[src/rtl/lmrs_defs.vh]
// Contract
// - all command strobes low with both bank bits low captures address bits as mode word
// - mode write completes two clocks after the command
// - burst length comes from mode bits 2:0
// - burst order sequential or interleaved from mode bit 3
// - read latency from mode bits 6:4
// - mode bits 12:7 are a test field, reserved positions zero
// - burst lengths 2,4,8,16 order low column bits 0,1:0,2:0,3:0
// - sequential order increments low bits, wrapping modulo burst length
// - interleaved order xors start with an up-counter
// - length 16 interleaved from 1111 steps 15 down to 0
// - strobes low with bank1 high, bank0 low captures extended word
// - extended write takes two clocks, repeatable when banks idle
// - extended bits 2:0 pick refresh extent, bits 6:5 drive strength
// - external temperature refresh code in extended word is ignored
// - refresh extent selects full, half or quarter array
`ifndef LMRS_DEFS_VH
`define LMRS_DEFS_VH
`define LMRS_ADDR_W 13
`define LMRS_SETTLE_CYC 2
`define LMRS_BL_LSB 0
`define LMRS_BL_MSB 2
`define LMRS_BT_BIT 3
`define LMRS_CL_LSB 4
`define LMRS_CL_MSB 6
`define LMRS_TM_LSB 7
`define LMRS_TM_MSB 12
`define LMRS_PA_LSB 0
`define LMRS_PA_MSB 2
`define LMRS_TC_LSB 3
`define LMRS_TC_MSB 4
`define LMRS_DS_LSB 5
`define LMRS_DS_MSB 6
`define LMRS_MODE_RST 13'h0032
`define LMRS_EXT_RST 13'h0000
`define LMRS_BL_2 3'h1
`define LMRS_BL_4 3'h2
`define LMRS_BL_8 3'h3
`define LMRS_BL_16 3'h4
`define LMRS_PA_FULL 3'h0
`define LMRS_PA_HALF 3'h1
`define LMRS_PA_QUARTER 3'h2
`endif

[src/rtl/lmrs_mode_regs.v]
`timescale 1ns/1ns
`include "lmrs_defs.vh"
module lmrs_mode_regs (
  input wire i_clk,
  input wire i_sys_rst,
  input wire i_ce,
  input wire i_cke,
  input wire i_cs_n,
  input wire i_ras_n,
  input wire i_cas_n,
  input wire i_we_n,
  input wire [12:0] i_addr,
  input wire [1:0] i_ba,
  input wire i_burst_start,
  input wire [3:0] i_burst_col,
  output reg o_busy,
  output reg [12:0] o_mode_word,
  output reg [12:0] o_ext_word,
  output reg [3:0] o_burst_len,
  output reg o_interleave,
  output reg [2:0] o_read_latency,
  output reg [5:0] o_test_mode,
  output reg [1:0] o_refresh_extent,
  output reg [1:0] o_drive_strength,
  output reg o_burst_valid,
  output reg [3:0] o_burst_col
);
  // pending words, applied after the settle time
  reg [12:0] mode_pend_q;
  reg [12:0] ext_pend_q;
  // separate due flags so a mode load and an extended load never drop each other
  reg mode_due_q;
  reg ext_due_q;
  localparam [1:0] SETTLE_M1 = `LMRS_SETTLE_CYC - 1;
  localparam [12:0] TC_KEEP = ~(13'h0003 << `LMRS_TC_LSB);
  reg [1:0] settle_q;
  reg [3:0] bcnt_q;
  reg [3:0] bstart_q;
  reg [3:0] bmask_q;
  reg binter_q;
  wire cmd_load;
  wire mode_hit;
  wire ext_hit;

  // burst length field decode to a low-bit mask
  function [3:0] bl_mask;
    input [2:0] code;
    begin
      case (code)
        `LMRS_BL_2: bl_mask = 4'h1;
        `LMRS_BL_4: bl_mask = 4'h3;
        `LMRS_BL_8: bl_mask = 4'h7;
        `LMRS_BL_16: bl_mask = 4'hf;
        default: bl_mask = 4'h0;
      endcase
    end
  endfunction

  // command decode
  assign cmd_load = i_cke & ~i_cs_n & ~i_ras_n & ~i_cas_n & ~i_we_n;
  assign mode_hit = cmd_load & (i_ba == 2'h0);
  assign ext_hit = cmd_load & (i_ba == 2'h2);

  // capture and two-clock completion
  always @(posedge i_clk) begin
    if (i_sys_rst) begin
      mode_pend_q <= `LMRS_MODE_RST;
      ext_pend_q <= `LMRS_EXT_RST;
      mode_due_q <= 1'b0;
      ext_due_q <= 1'b0;
      settle_q <= 2'h0;
      o_busy <= 1'b0;
      o_mode_word <= `LMRS_MODE_RST;
      o_ext_word <= `LMRS_EXT_RST;
    end else if (i_ce) begin
      if (mode_hit | ext_hit) begin
        if (mode_hit) begin
          mode_pend_q <= i_addr;
          mode_due_q <= 1'b1;
        end
        if (ext_hit) begin
          ext_pend_q <= i_addr & TC_KEEP;
          ext_due_q <= 1'b1;
        end
        settle_q <= SETTLE_M1;
        o_busy <= 1'b1;
      end else if (o_busy) begin
        if (settle_q != 2'h0) begin
          settle_q <= settle_q - 2'h1;
        end else begin
          o_busy <= 1'b0;
          mode_due_q <= 1'b0;
          ext_due_q <= 1'b0;
          if (mode_due_q)
            o_mode_word <= mode_pend_q;
          if (ext_due_q)
            o_ext_word <= ext_pend_q;
        end
      end
    end
  end

  // field decode of the applied words
  always @(posedge i_clk) begin
    if (i_sys_rst) begin
      o_burst_len <= 4'h0;
      o_interleave <= 1'b0;
      o_read_latency <= 3'h0;
      o_test_mode <= 6'h00;
      o_refresh_extent <= 2'h0;
      o_drive_strength <= 2'h0;
    end else if (i_ce) begin
      // length minus one, so that a length of 16 fits in four bits
      o_burst_len <= bl_mask(o_mode_word[`LMRS_BL_MSB:`LMRS_BL_LSB]);
      o_interleave <= o_mode_word[`LMRS_BT_BIT];
      o_read_latency <= o_mode_word[`LMRS_CL_MSB:`LMRS_CL_LSB];
      o_test_mode <= o_mode_word[`LMRS_TM_MSB:`LMRS_TM_LSB];
      o_drive_strength <= o_ext_word[`LMRS_DS_MSB:`LMRS_DS_LSB];
      case (o_ext_word[`LMRS_PA_MSB:`LMRS_PA_LSB])
        `LMRS_PA_HALF: o_refresh_extent <= 2'h1;
        `LMRS_PA_QUARTER: o_refresh_extent <= 2'h2;
        default: o_refresh_extent <= 2'h0;
      endcase
    end
  end

  // burst column sequencer
  always @(posedge i_clk) begin
    if (i_sys_rst) begin
      bcnt_q <= 4'h0;
      bstart_q <= 4'h0;
      bmask_q <= 4'h0;
      binter_q <= 1'b0;
      o_burst_valid <= 1'b0;
      o_burst_col <= 4'h0;
    end else if (i_ce) begin
      if (i_burst_start && !o_busy) begin
        bmask_q <= bl_mask(o_mode_word[`LMRS_BL_MSB:`LMRS_BL_LSB]);
        binter_q <= o_mode_word[`LMRS_BT_BIT];
        bstart_q <= i_burst_col;
        bcnt_q <= 4'h1;
        o_burst_valid <= 1'b1;
        o_burst_col <= i_burst_col;
      end else if (o_burst_valid && ((bcnt_q & bmask_q) != 4'h0)) begin
        bcnt_q <= bcnt_q + 4'h1;
        if (binter_q)
          o_burst_col <= (bstart_q & ~bmask_q) | ((bstart_q ^ bcnt_q) & bmask_q);
        else
          o_burst_col <= (bstart_q & ~bmask_q) | ((bstart_q + bcnt_q) & bmask_q);
      end else begin
        o_burst_valid <= 1'b0;
      end
    end
  end
endmodule

[config.mk]
export PLATFORM = sky130hd
export DESIGN_NAME = lmrs_mode_regs
export DESIGN_NICKNAME = d
export VERILOG_FILES = /design/src/rtl/lmrs_mode_regs.v
export VERILOG_INCLUDE_DIRS = /design/src /design/src/rtl
export SDC_FILE = /design/constraint.sdc
export NUM_CORES = 1
export LEC_CHECK = 0
export BUFFER_PORTS_ARGS = -buffer_cell sky130_fd_sc_hd__buf_2
export CAP_MARGIN = 15
export CELL_PAD_IN_SITES_DETAIL_PLACEMENT = 0
export CELL_PAD_IN_SITES_GLOBAL_PLACEMENT = 2
export CORE_AREA = 2 2 130 94
export CTS_BUF_LIST = sky130_fd_sc_hd__clkbuf_4 sky130_fd_sc_hd__clkbuf_8 sky130_fd_sc_hd__clkbuf_16
export CTS_CLUSTER_DIAMETER = 100
export CTS_CLUSTER_SIZE = 20
export DETAILED_ROUTE_END_ITERATION = 12
export DIE_AREA = 0 0 132 96
export GPL_ROUTABILITY_DRIVEN = 0
export HOLD_SLACK_MARGIN = 0.03
export MAX_ROUTING_LAYER = met4
export PLACE_DENSITY_LB_ADDON = 0.1
export SLEW_MARGIN = 0
export SYNTH_ARGS = -nofsm -noshare
export SYNTH_HDL_FRONTEND = slang
export SYNTH_SLANG_ARGS = --single-unit
[constraint.sdc]
create_clock -name i_clk -period 2.3 [get_ports i_clk]
set_input_delay 0.345 -clock i_clk [delete_from_list [all_inputs] [get_ports i_clk]]
set_output_delay 0.345 -clock i_clk [all_outputs]
set_load 0.03 [all_outputs]
==> results by stage, run 1 <==
Run status:
- The run finished with clean final reports.

Synthesis:
- The proportion of synthesized chip area in sequential cells is just under 50%.
- The synthesized instance count is 388.
- The commonest register cell after synthesis is sky130_fd_sc_hd__dfxtp_1.
- Summing every instance area after synthesis gives approximately 3700 µm².
- The share of async-settable or async-resettable flops after synthesis is 0%.
- The average cell area after synthesis is approximately 9.5 µm².
- The count of distinct cell types in the synthesized netlist is 51.
- The top cell type by area accounts for just under 50% of the synthesized area.
- The Yosys step of the flow raised 0 warnings.
- Of all cell types, the one taking the most synthesized area is sky130_fd_sc_hd__dfxtp_1.
- The total of flip-flops plus latches after synthesis is 89.
- In this run, synthesis inferred 0 flip-flops with an integrated enable.
- After synthesis, the cell types taking the most area are sky130_fd_sc_hd__dfxtp_1 (48%), sky130_fd_sc_hd__mux2i_1 (17%), sky130_fd_sc_hd__nor2_1 (7.9%).

Routing:
- Detailed routing inserted a total of between 2000 and 3000 vias.
- The residual antenna-violating net count after detailed routing is 0.
- Dividing the detail-routed wire length by the instance count gives ~15 µm.
- In the routed layout, each cell is associated on average with a via count of about 4.6.
- The number of DRC violations after detailed-routing iteration 0 is roughly 140.
- Wires add up to between 9 and 10 mm.
- The detailed-router iteration count before antenna repair is 4.
- The DRC violation count after routing is 0.

GRT:
- The via count of the first global-routing pass was between 2000 and 3000.
- The overall global routing resource usage is 16.1%.
- The initial antenna violation count is 0.
- The wire length of the first global-routing pass is 15.4 mm.
- Entering global routing, the biggest net connects 79 pins.
- The remaining global-route overflow is 0.

Power and ir drop:
- Per report_power, the sequential group accounts for roughly 50% of the total.
- The design draws 0.00320 W.
- The internal cell power is 0.00246 W.
- The share of total power dissipated in the clock network is about 44%.
- Combinational logic burns 6.5% of the power.
- In this run the power spent charging and discharging nets is about 0.00073 W.
- For this design the static power due to leakage is 2.21 nW.
- The cell area power density is between 600 and 700 nW/µm².
- The maximum ir drop on the vdd rail is between 300 and 400 µV.
- Net switching is a little under a quarter of the power.

Floorplanning:
- The overall die area is 12700 µm².
- The number of ports placed on the die boundary is about 80.
- The core region is approximately 11000 µm².
- In this run the core area contains 33 standard-cell rows.
- From left edge to right edge, the die measures around 130 µm.
- For this configuration, the core starts out at a cell density of around 32%.
- The overall die height is ~96 µm.

Clock network:
- The total number of H-tree levels is 3.
- The latest clock arrival within the worst-skew pair is between 0.3 and 0.4 ns.
- The CTS tree is built.
- The cell sitting at the root of the clock tree is a sky130_fd_sc_hd__clkbuf_16.
- The maximum clock insertion buffer count is 2.
- Counting every sink on the clock net gives just under 90.
- Clock-pin slew was measured on the worst setup and hold paths at approximately 0.06 ns.
- Counting the buffers created by CTS gives 9.
- The number of hold buffers added after CTS is 0.

Setup path:
- The master of the slowest instance on the critical path is sky130_fd_sc_hd__fa_1.
- Across all register-to-register paths, the minimum setup slack is about 0.14 ns.
- The longest individual stage delay on the worst path is 0.38 ns.
- For the worst setup path, the data required time is around 2.5 ns.
- The worst setup path is of the reg2reg kind.
- For the worst flop-to-flop path, the logic depth is 7.
- The worst register-to-register path begins at bcnt_q[0]$_SDFFE_PP0P_.
- In this run the worst path has a maximum fanout of 5.
- The data arrival time of the critical path is 2.40 ns.
- STA classifies the critical path endpoint as a flop.
- Walking the worst path, the cells encountered are ha_1, inv_1, fa_1, or3_1, a311o_1, o2111a_1, a211oi_1.
- Together, buffers and inverters on the worst path number 1.
- The critical path launch point type is a flop.
- The destination of the worst register-to-register timing path is o_burst_col[2]$_SDFFE_PP0P_.
- The category of cells accounting for the largest share of critical-path delay is compound AO/OA/AOI/OAI gates.

Placed design:
- The number of instances in the placed design is approximately 610.
- The number of buffers added on ports is 75.
- The half-perimeter wire length after placement is ~6.6 mm.

STA:
- Summed over all failing endpoints, the final setup total negative slack is 0 ns.
- Counting I/O delays and the setup requirement, the final critical path takes between 2 and 2.5 ns.
- Between clock sinks in the finished design, the worst skew comes to approximately 0.0042 ns.
- The maximum clock frequency is 0.462 GHz.
- Of the available clock period, the critical path in the final layout requires between 90% and 100%.
- The final-report max-slew violation count is 0.
- Hold is met by about 0.24 ns.
- Setup repair after global routing left no endpoint under its margin.
- Setup violations remaining at the end of the flow were counted as 0.
- The final hold violation count is 0.

Layout:
- In the layout the commonest cells are sky130_fd_sc_hd__dfxtp_1 (88), sky130_fd_sc_hd__nor2_1 (77), sky130_fd_sc_hd__buf_2 (75), sky130_fd_sc_hd__mux2i_1 (62), sky130_fd_sc_hd__nand2_1 (26).
- Leaving out fill and tap cells, the most frequent cell in the layout is sky130_fd_sc_hd__dfxtp_1.
- For this run, the number of standard cells in the final layout without fillers is between 600 and 700.
- The number of diodes is 0.
- In the final design database the tool counted ~500 nets.
- From synthesis to final layout, the design area changed by 24.3%.
- Of the cells placed in the final design, the portion with a size suffix greater than 1 is a little under a quarter.

Worst hold path:
- The worst hold path begins at i_addr[4].
- The cell count of the worst hold path is 3.
- The worst-case hold path end point is mode_pend_q[4]$_SDFFE_PP1P_.
- The worst hold path belongs to the class in2reg.

Flow run:
- Across the run, the number of max-cap violations was 0.
tightest hold or removal path: cells and delay by family:
family                 cells  cell delay [ns]
muxes                      1             0.05
buffers and inverters      1             0.08
and+or+nand+nor            1             0.06
Yosys cell counts (2+ instances only):
cell type and n:
sky130_fd_sc_hd__a211oi_1 8, sky130_fd_sc_hd__a21oi_1 19, sky130_fd_sc_hd__a22oi_1 2, sky130_fd_sc_hd__a311o_1 2, sky130_fd_sc_hd__and2_1 3, sky130_fd_sc_hd__buf_1 3, sky130_fd_sc_hd__buf_4 2, sky130_fd_sc_hd__buf_6 2
sky130_fd_sc_hd__clkbuf_1 14, sky130_fd_sc_hd__dfxtp_1 89, sky130_fd_sc_hd__ha_1 5, sky130_fd_sc_hd__inv_1 11, sky130_fd_sc_hd__mux2i_1 62, sky130_fd_sc_hd__nand2_1 26, sky130_fd_sc_hd__nand2b_1 4, sky130_fd_sc_hd__nand3_1 4
sky130_fd_sc_hd__nand4_1 3, sky130_fd_sc_hd__nor2_1 77, sky130_fd_sc_hd__nor2b_1 3, sky130_fd_sc_hd__nor3_1 6, sky130_fd_sc_hd__nor4b_1 2, sky130_fd_sc_hd__o21ai_0 7, sky130_fd_sc_hd__o311a_1 2, sky130_fd_sc_hd__or3_1 2
sky130_fd_sc_hd__or4_1 2, sky130_fd_sc_hd__xnor2_1 3
worst max path at each step:
stage	startpoint	slack, ns	end	cells after the start
3_3_place_gp	bcnt_q[0]$_SDFFE_PP0P_	0.22	o_burst_col[2]$_SDFFE_PP0P_	7
5_1_grt	bstart_q[0]$_SDFFE_PP0P_	0.03	o_burst_col[2]$_SDFFE_PP0P_	7
6_report	bcnt_q[0]$_SDFFE_PP0P_	0.14	o_burst_col[2]$_SDFFE_PP0P_	7
4_1_cts	bcnt_q[0]$_SDFFE_PP0P_	0.07	o_burst_col[2]$_SDFFE_PP0P_	7
3_5_place_dp	bcnt_q[0]$_SDFFE_PP0P_	0.11	o_burst_col[2]$_SDFFE_PP0P_	7
2_1_floorplan	bcnt_q[0]$_SDFFE_PP0P_	0.30	o_burst_col[2]$_SDFFE_PP0P_	7
cell families (layout without fill, tap and decap cells):
family          after synthesis  count (layout)  synth area share [%]
simple gates                138             138                  16.6
flops                        89              89                  48.5
mux                          63              63                  17.2
compound gates               53              53                  9.97
buf+inv                      35             117                  4.66
fa+ha+maj                     6               6                  2.25
xor+xnor                      3               3                 0.715
other cells                   1               2                 0.102
metrics by stage:
stage	util (%)	cell area, µm²	setup WS [ns]
after global placement	37.4	4280	0.218
after CTS	39.9	4570	0.0749
after global routing	40.0	4570	0.0277
after floorplan	-	3680	0.302
final	40.0	4570	0.135
after detailed placement	37.4	4280	0.107
power groups by stage:
stage                     Combinational [W]  Clock, W  Sequential, W
final                              0.000208   0.00141        0.00158
after CTS                          0.000210   0.00146        0.00158
after global placement             0.000210         0        0.00161
after floorplan                    0.000105         0        0.00163
after detailed placement           0.000210         0        0.00161
after global routing               0.000229   0.00152        0.00158
registers in the layout, summed over array words and instances (netlist names):
register / cells
o_burst_valid: 1
o_ext_word: 11
bcnt_q: 4
o_burst_len: 4
o_test_mode: 6
o_busy: 1
o_interleave: 1
mode_due_q: 1
o_refresh_extent: 2
o_drive_strength: 2
ext_pend_q: 11
bstart_q: 4
settle_q: 2
ext_due_q: 1
o_burst_col: 4
o_mode_word: 13
binter_q: 1
o_read_latency: 3
bmask_q: 4
mode_pend_q: 13
repair_timing:
action / 4_1_cts / 5_1_grt
setup buffers: 0 / 0
hold endpoints to repair: 0 / 0
setup endpoints to repair: 0 / 1
gates resized for setup: 0 / 1
per-layer routing:
layer | track usage (%) | vias to the layer above | share of wire, %
li1 | - | 1487 | -
met4 | 4.08 | 0 | 0.93
met1 | 23.8 | 1337 | 55
met2 | 20.6 | 74 | 37
met5 | - | - | 0
met3 | 5.06 | 9 | 6.5
cell type report:
| type | count | area [µm²] |
|---|---|---|
| tap | 157 | 196 |
| sequential | 89 | 1780 |
| clock buffer | 13 | 274 |
| clock inverter | 2 | 12.5 |
| inverter | 12 | 45.0 |
| fill | 1201 | 6870 |
| multi-input combinational | 265 | 1730 |
| timing repair buffer | 90 | 526 |
No activity file was read; power rests on OpenSTA's default activity.
==> inputs of run 2 (changes only) <==
Settings changed: RECOVER_POWER from default to 25.
==> results by stage, run 2 (synthesized netlist as in run 1, its figures left out) <==
GRT:
- The via count of the first global-routing pass came to 2767 (unchanged).
- The pin count of the biggest net entering global routing is 79 (unchanged).
- The remaining global-route overflow is 0 (unchanged).
- The overall global routing resource usage is 16.1% (unchanged).
- The wire length of the first global-routing pass came to 15.4 mm (unchanged).
- The initial antenna violation count came to 0 (unchanged).

STA:
- The final clock period utilization by the worst path is 94.2% (about the same).
- The number of failing setup endpoints in the final timing report is 0 (unchanged).
- The final hold violation count came to 0 (unchanged).
- Setup repair after global routing left no endpoint under its margin.
- The actual transition at the worst max-transition pin is between 0.9 and 1 ns.
- The final setup skew is 0.00435 ns (+0.000144 ns).
- The maximum clock frequency is 0.462 GHz (about the same).
- The post-route minimum period came to 2.17 ns (+0.00204 ns).
- The final-layout setup total negative slack is 0 ns (unchanged).
- The relative slew slack is 33.7%.
- The final-report max-slew violation count is 0 (unchanged).

Setup path:
- The origin of the worst setup path is bcnt_q[0]$_SDFFE_PP0P_.
- The master of the slowest instance on the critical path is sky130_fd_sc_hd__fa_1.
- The setup slack on the worst flop-to-flop path is 0.13 ns (about the same).
- The longest individual stage delay on the worst path was 0.38 ns (about the same).
- The reg-to-reg critical path startpoint is bcnt_q[0]$_SDFFE_PP0P_.
- The data required time at the worst endpoint was 2.54 ns (about the same).
- The kind of end point of the critical path is a flop.
- The largest fanout of any net on the critical path is 5 (unchanged).
- By startpoint and endpoint, the worst setup path is classified as reg2reg.
- The data arrival time of the critical path is 2.41 ns (about the same).
- STA classifies the critical path startpoint as a flop.
- Traced cell by cell, the critical path runs through ha_1, inv_1, fa_1, or3_1, a311o_1, o2111a_1, a211oi_1.

Routing:
- The uppermost signal routing layer after detailed routing is met4.
- The met2 wirelength from detailed routing is 3.59 mm (+0.28%).
- The detailed-router iteration count before antenna repair came to 4 (unchanged).
- The number of DRC violations after detailed-routing iteration 0 was 143 (unchanged).
- The overall via count from detail_route was 2913 (+0.21%).
- The routed wire length was 9.57 mm (unchanged).
- The routed metal-1 wirelength is 5.27 mm (about the same).
- The total met3 wirelength after detailed routing is 617 µm (-1.3%).
- The via density per instance is 4.64 (+0.21%).
- The residual antenna-violating net count after detailed routing is 0 (unchanged).
- The average wire per standard cell came to 15.2 µm (unchanged).
- The DRC violation count after routing is 0 (unchanged).

Flow run:
- The reported max-cap violation count is 0 (unchanged).

Clock network:
- The count of clock tree sinks is 89 (unchanged).
- The total number of H-tree levels came to 3 (unchanged).
- The CTS tree is built.
- The maximum clock insertion buffer count is 2 (unchanged).
- The clock-pin slew reported for the worst setup and hold paths after clock tree synthesis is 0.06 ns (about the same).
- The root cell of the clock tree is sky130_fd_sc_hd__clkbuf_16.
- The post-CTS setup buffer count was 0 (unchanged).
- The latest clock arrival within the worst-skew pair is 0.33 ns (about the same).
- The number of buffers added by the clock tree synthesis step is 9 (unchanged).

Power and ir drop:
- The cell area power density is 704 nW/µm² (+0.69%).
- The leakage power figure is 2.14 nW (-3.5%).
- The maximum ir drop on the vdd rail is 318 µV (about the same).

Layout:
- In the layout the commonest cells are sky130_fd_sc_hd__dfxtp_1 (88), sky130_fd_sc_hd__nor2_1 (77), sky130_fd_sc_hd__mux2i_1 (62), sky130_fd_sc_hd__buf_2 (58), sky130_fd_sc_hd__nand2_1 (26).
- The end-of-flow core utilization is 39.6% (-0.32 points).
- The area occupied by multi-input gates is 1730 µm² (unchanged).
- The net count of the finished layout is 501 (unchanged).
- The final-layout fill cell count was 1212 (+0.92%).
- The total area of sequential cells is 1780 µm² (unchanged).
- The number of diodes came to 0 (unchanged).
- The share of cells above drive strength 1 was 20.4% (-3.6 points).
- The most frequent standard cell in the layout excluding fill and tap cells is sky130_fd_sc_hd__dfxtp_1.
- The area growth from synthesis to layout is 23.3%.
- The largest registers in the layout are mode_pend_q x13, o_mode_word x13.

Floorplanning:
- The cell row count came to 33 (unchanged).
- The starting density of the core came to 32.1% (unchanged).
- The number of ports placed on the die boundary is 78 (unchanged).
- The die extent in x is 132 µm (unchanged).
- The area of the core came to 11400 µm² (unchanged).
- The overall die area came to 12700 µm² (unchanged).
- The overall die height was 96 µm (unchanged).

Placed design:
- The number of buffers added on ports is 75 (unchanged).
- The half-perimeter wire length after placement is 6.57 mm (unchanged).

Worst hold path:
- The hold path startpoint is i_addr[4].
- The tightest min-delay check is of the in2reg type.

Run status:
- The flow ran to the end, and the final reports show no timing, DRC or antenna violations.
-- run 2: cell count changes in the layout (fill, tap and decap cells not counted), sizes merged --
cell / previous run / this run
buf: 90 / 72
clkbuf: 13 / 31
-- run 2: what timing repair did --
| action | CTS | global route |
|---|---|---|
| hold endpoints to repair | 0 | 0 |
| setup endpoints to repair | 0 | 1 |
| resized for setup | 0 | 1 |
| hold buffers | 0 | 0 |
-- run 2: final timing paths --
path / end / depth (start not counted)
max: o_burst_col[2]$_SDFFE_PP0P_ / 7
max reg2reg: o_burst_col[2]$_SDFFE_PP0P_ / 7
min reg2reg: o_burst_col[0]$_SDFFE_PP0P_ / 2
min: mode_pend_q[4]$_SDFFE_PP1P_ / 3
-- run 2: per-stage QoR --
stage | area, µm² | setup WS (ns) | total power (W) | hold WS, ns | cells
2_1_floorplan | 3680 | 0.302 | 0.00174 | 0.440 | 389
3_3_place_gp | 4280 | 0.218 | 0.00182 | 0.441 | 613
3_5_place_dp | 4280 | 0.107 | 0.00182 | 0.454 | 613
4_1_cts | 4570 | 0.0749 | 0.00324 | 0.228 | 628
5_1_grt | 4530 | 0.0247 | 0.00333 | 0.234 | 628
6_report | 4530 | 0.133 | 0.00319 | 0.237 | 628
-- run 2: layer usage --
metal,GRT usage [%],up-vias
li1,-,1489
met1,23.8,1341
met2,20.6,74
met3,5.06,9
met4,4.08,0
met5,-,-
-- run 2: cell type report --
type | count | share of cell area (%)
flip-flops and latches | 89 | 39.3
multi-input cells | 265 | 38.2
repair buffers | 90 | 10.8
clock buffers | 13 | 6.04
well taps | 157 | 4.33
inverters | 12 | 0.994
clock inverters | 2 | 0.276
-- run 2: where the power goes --
group | switching [W] | internal, W | leakage, nW | total, W
Sequential | 0.0000163 | 0.00156 | 0.721 | 0.00158
Combinational | 0.000134 | 0.0000707 | 1.27 | 0.000204
Clock | 0.000583 | 0.000826 | 0.141 | 0.00141
-- run 2: critical path, delay by kind of cell, from the launching register on --
kind / cells / cell delay [ns]
buffers and inverters: 1 / 0.06
adder cells (fa/ha/maj): 2 / 0.57
AND/OR/NAND/NOR: 1 / 0.35
flip-flops: 1 / 0.37
AO/OA/AOI/OAI: 3 / 0.72
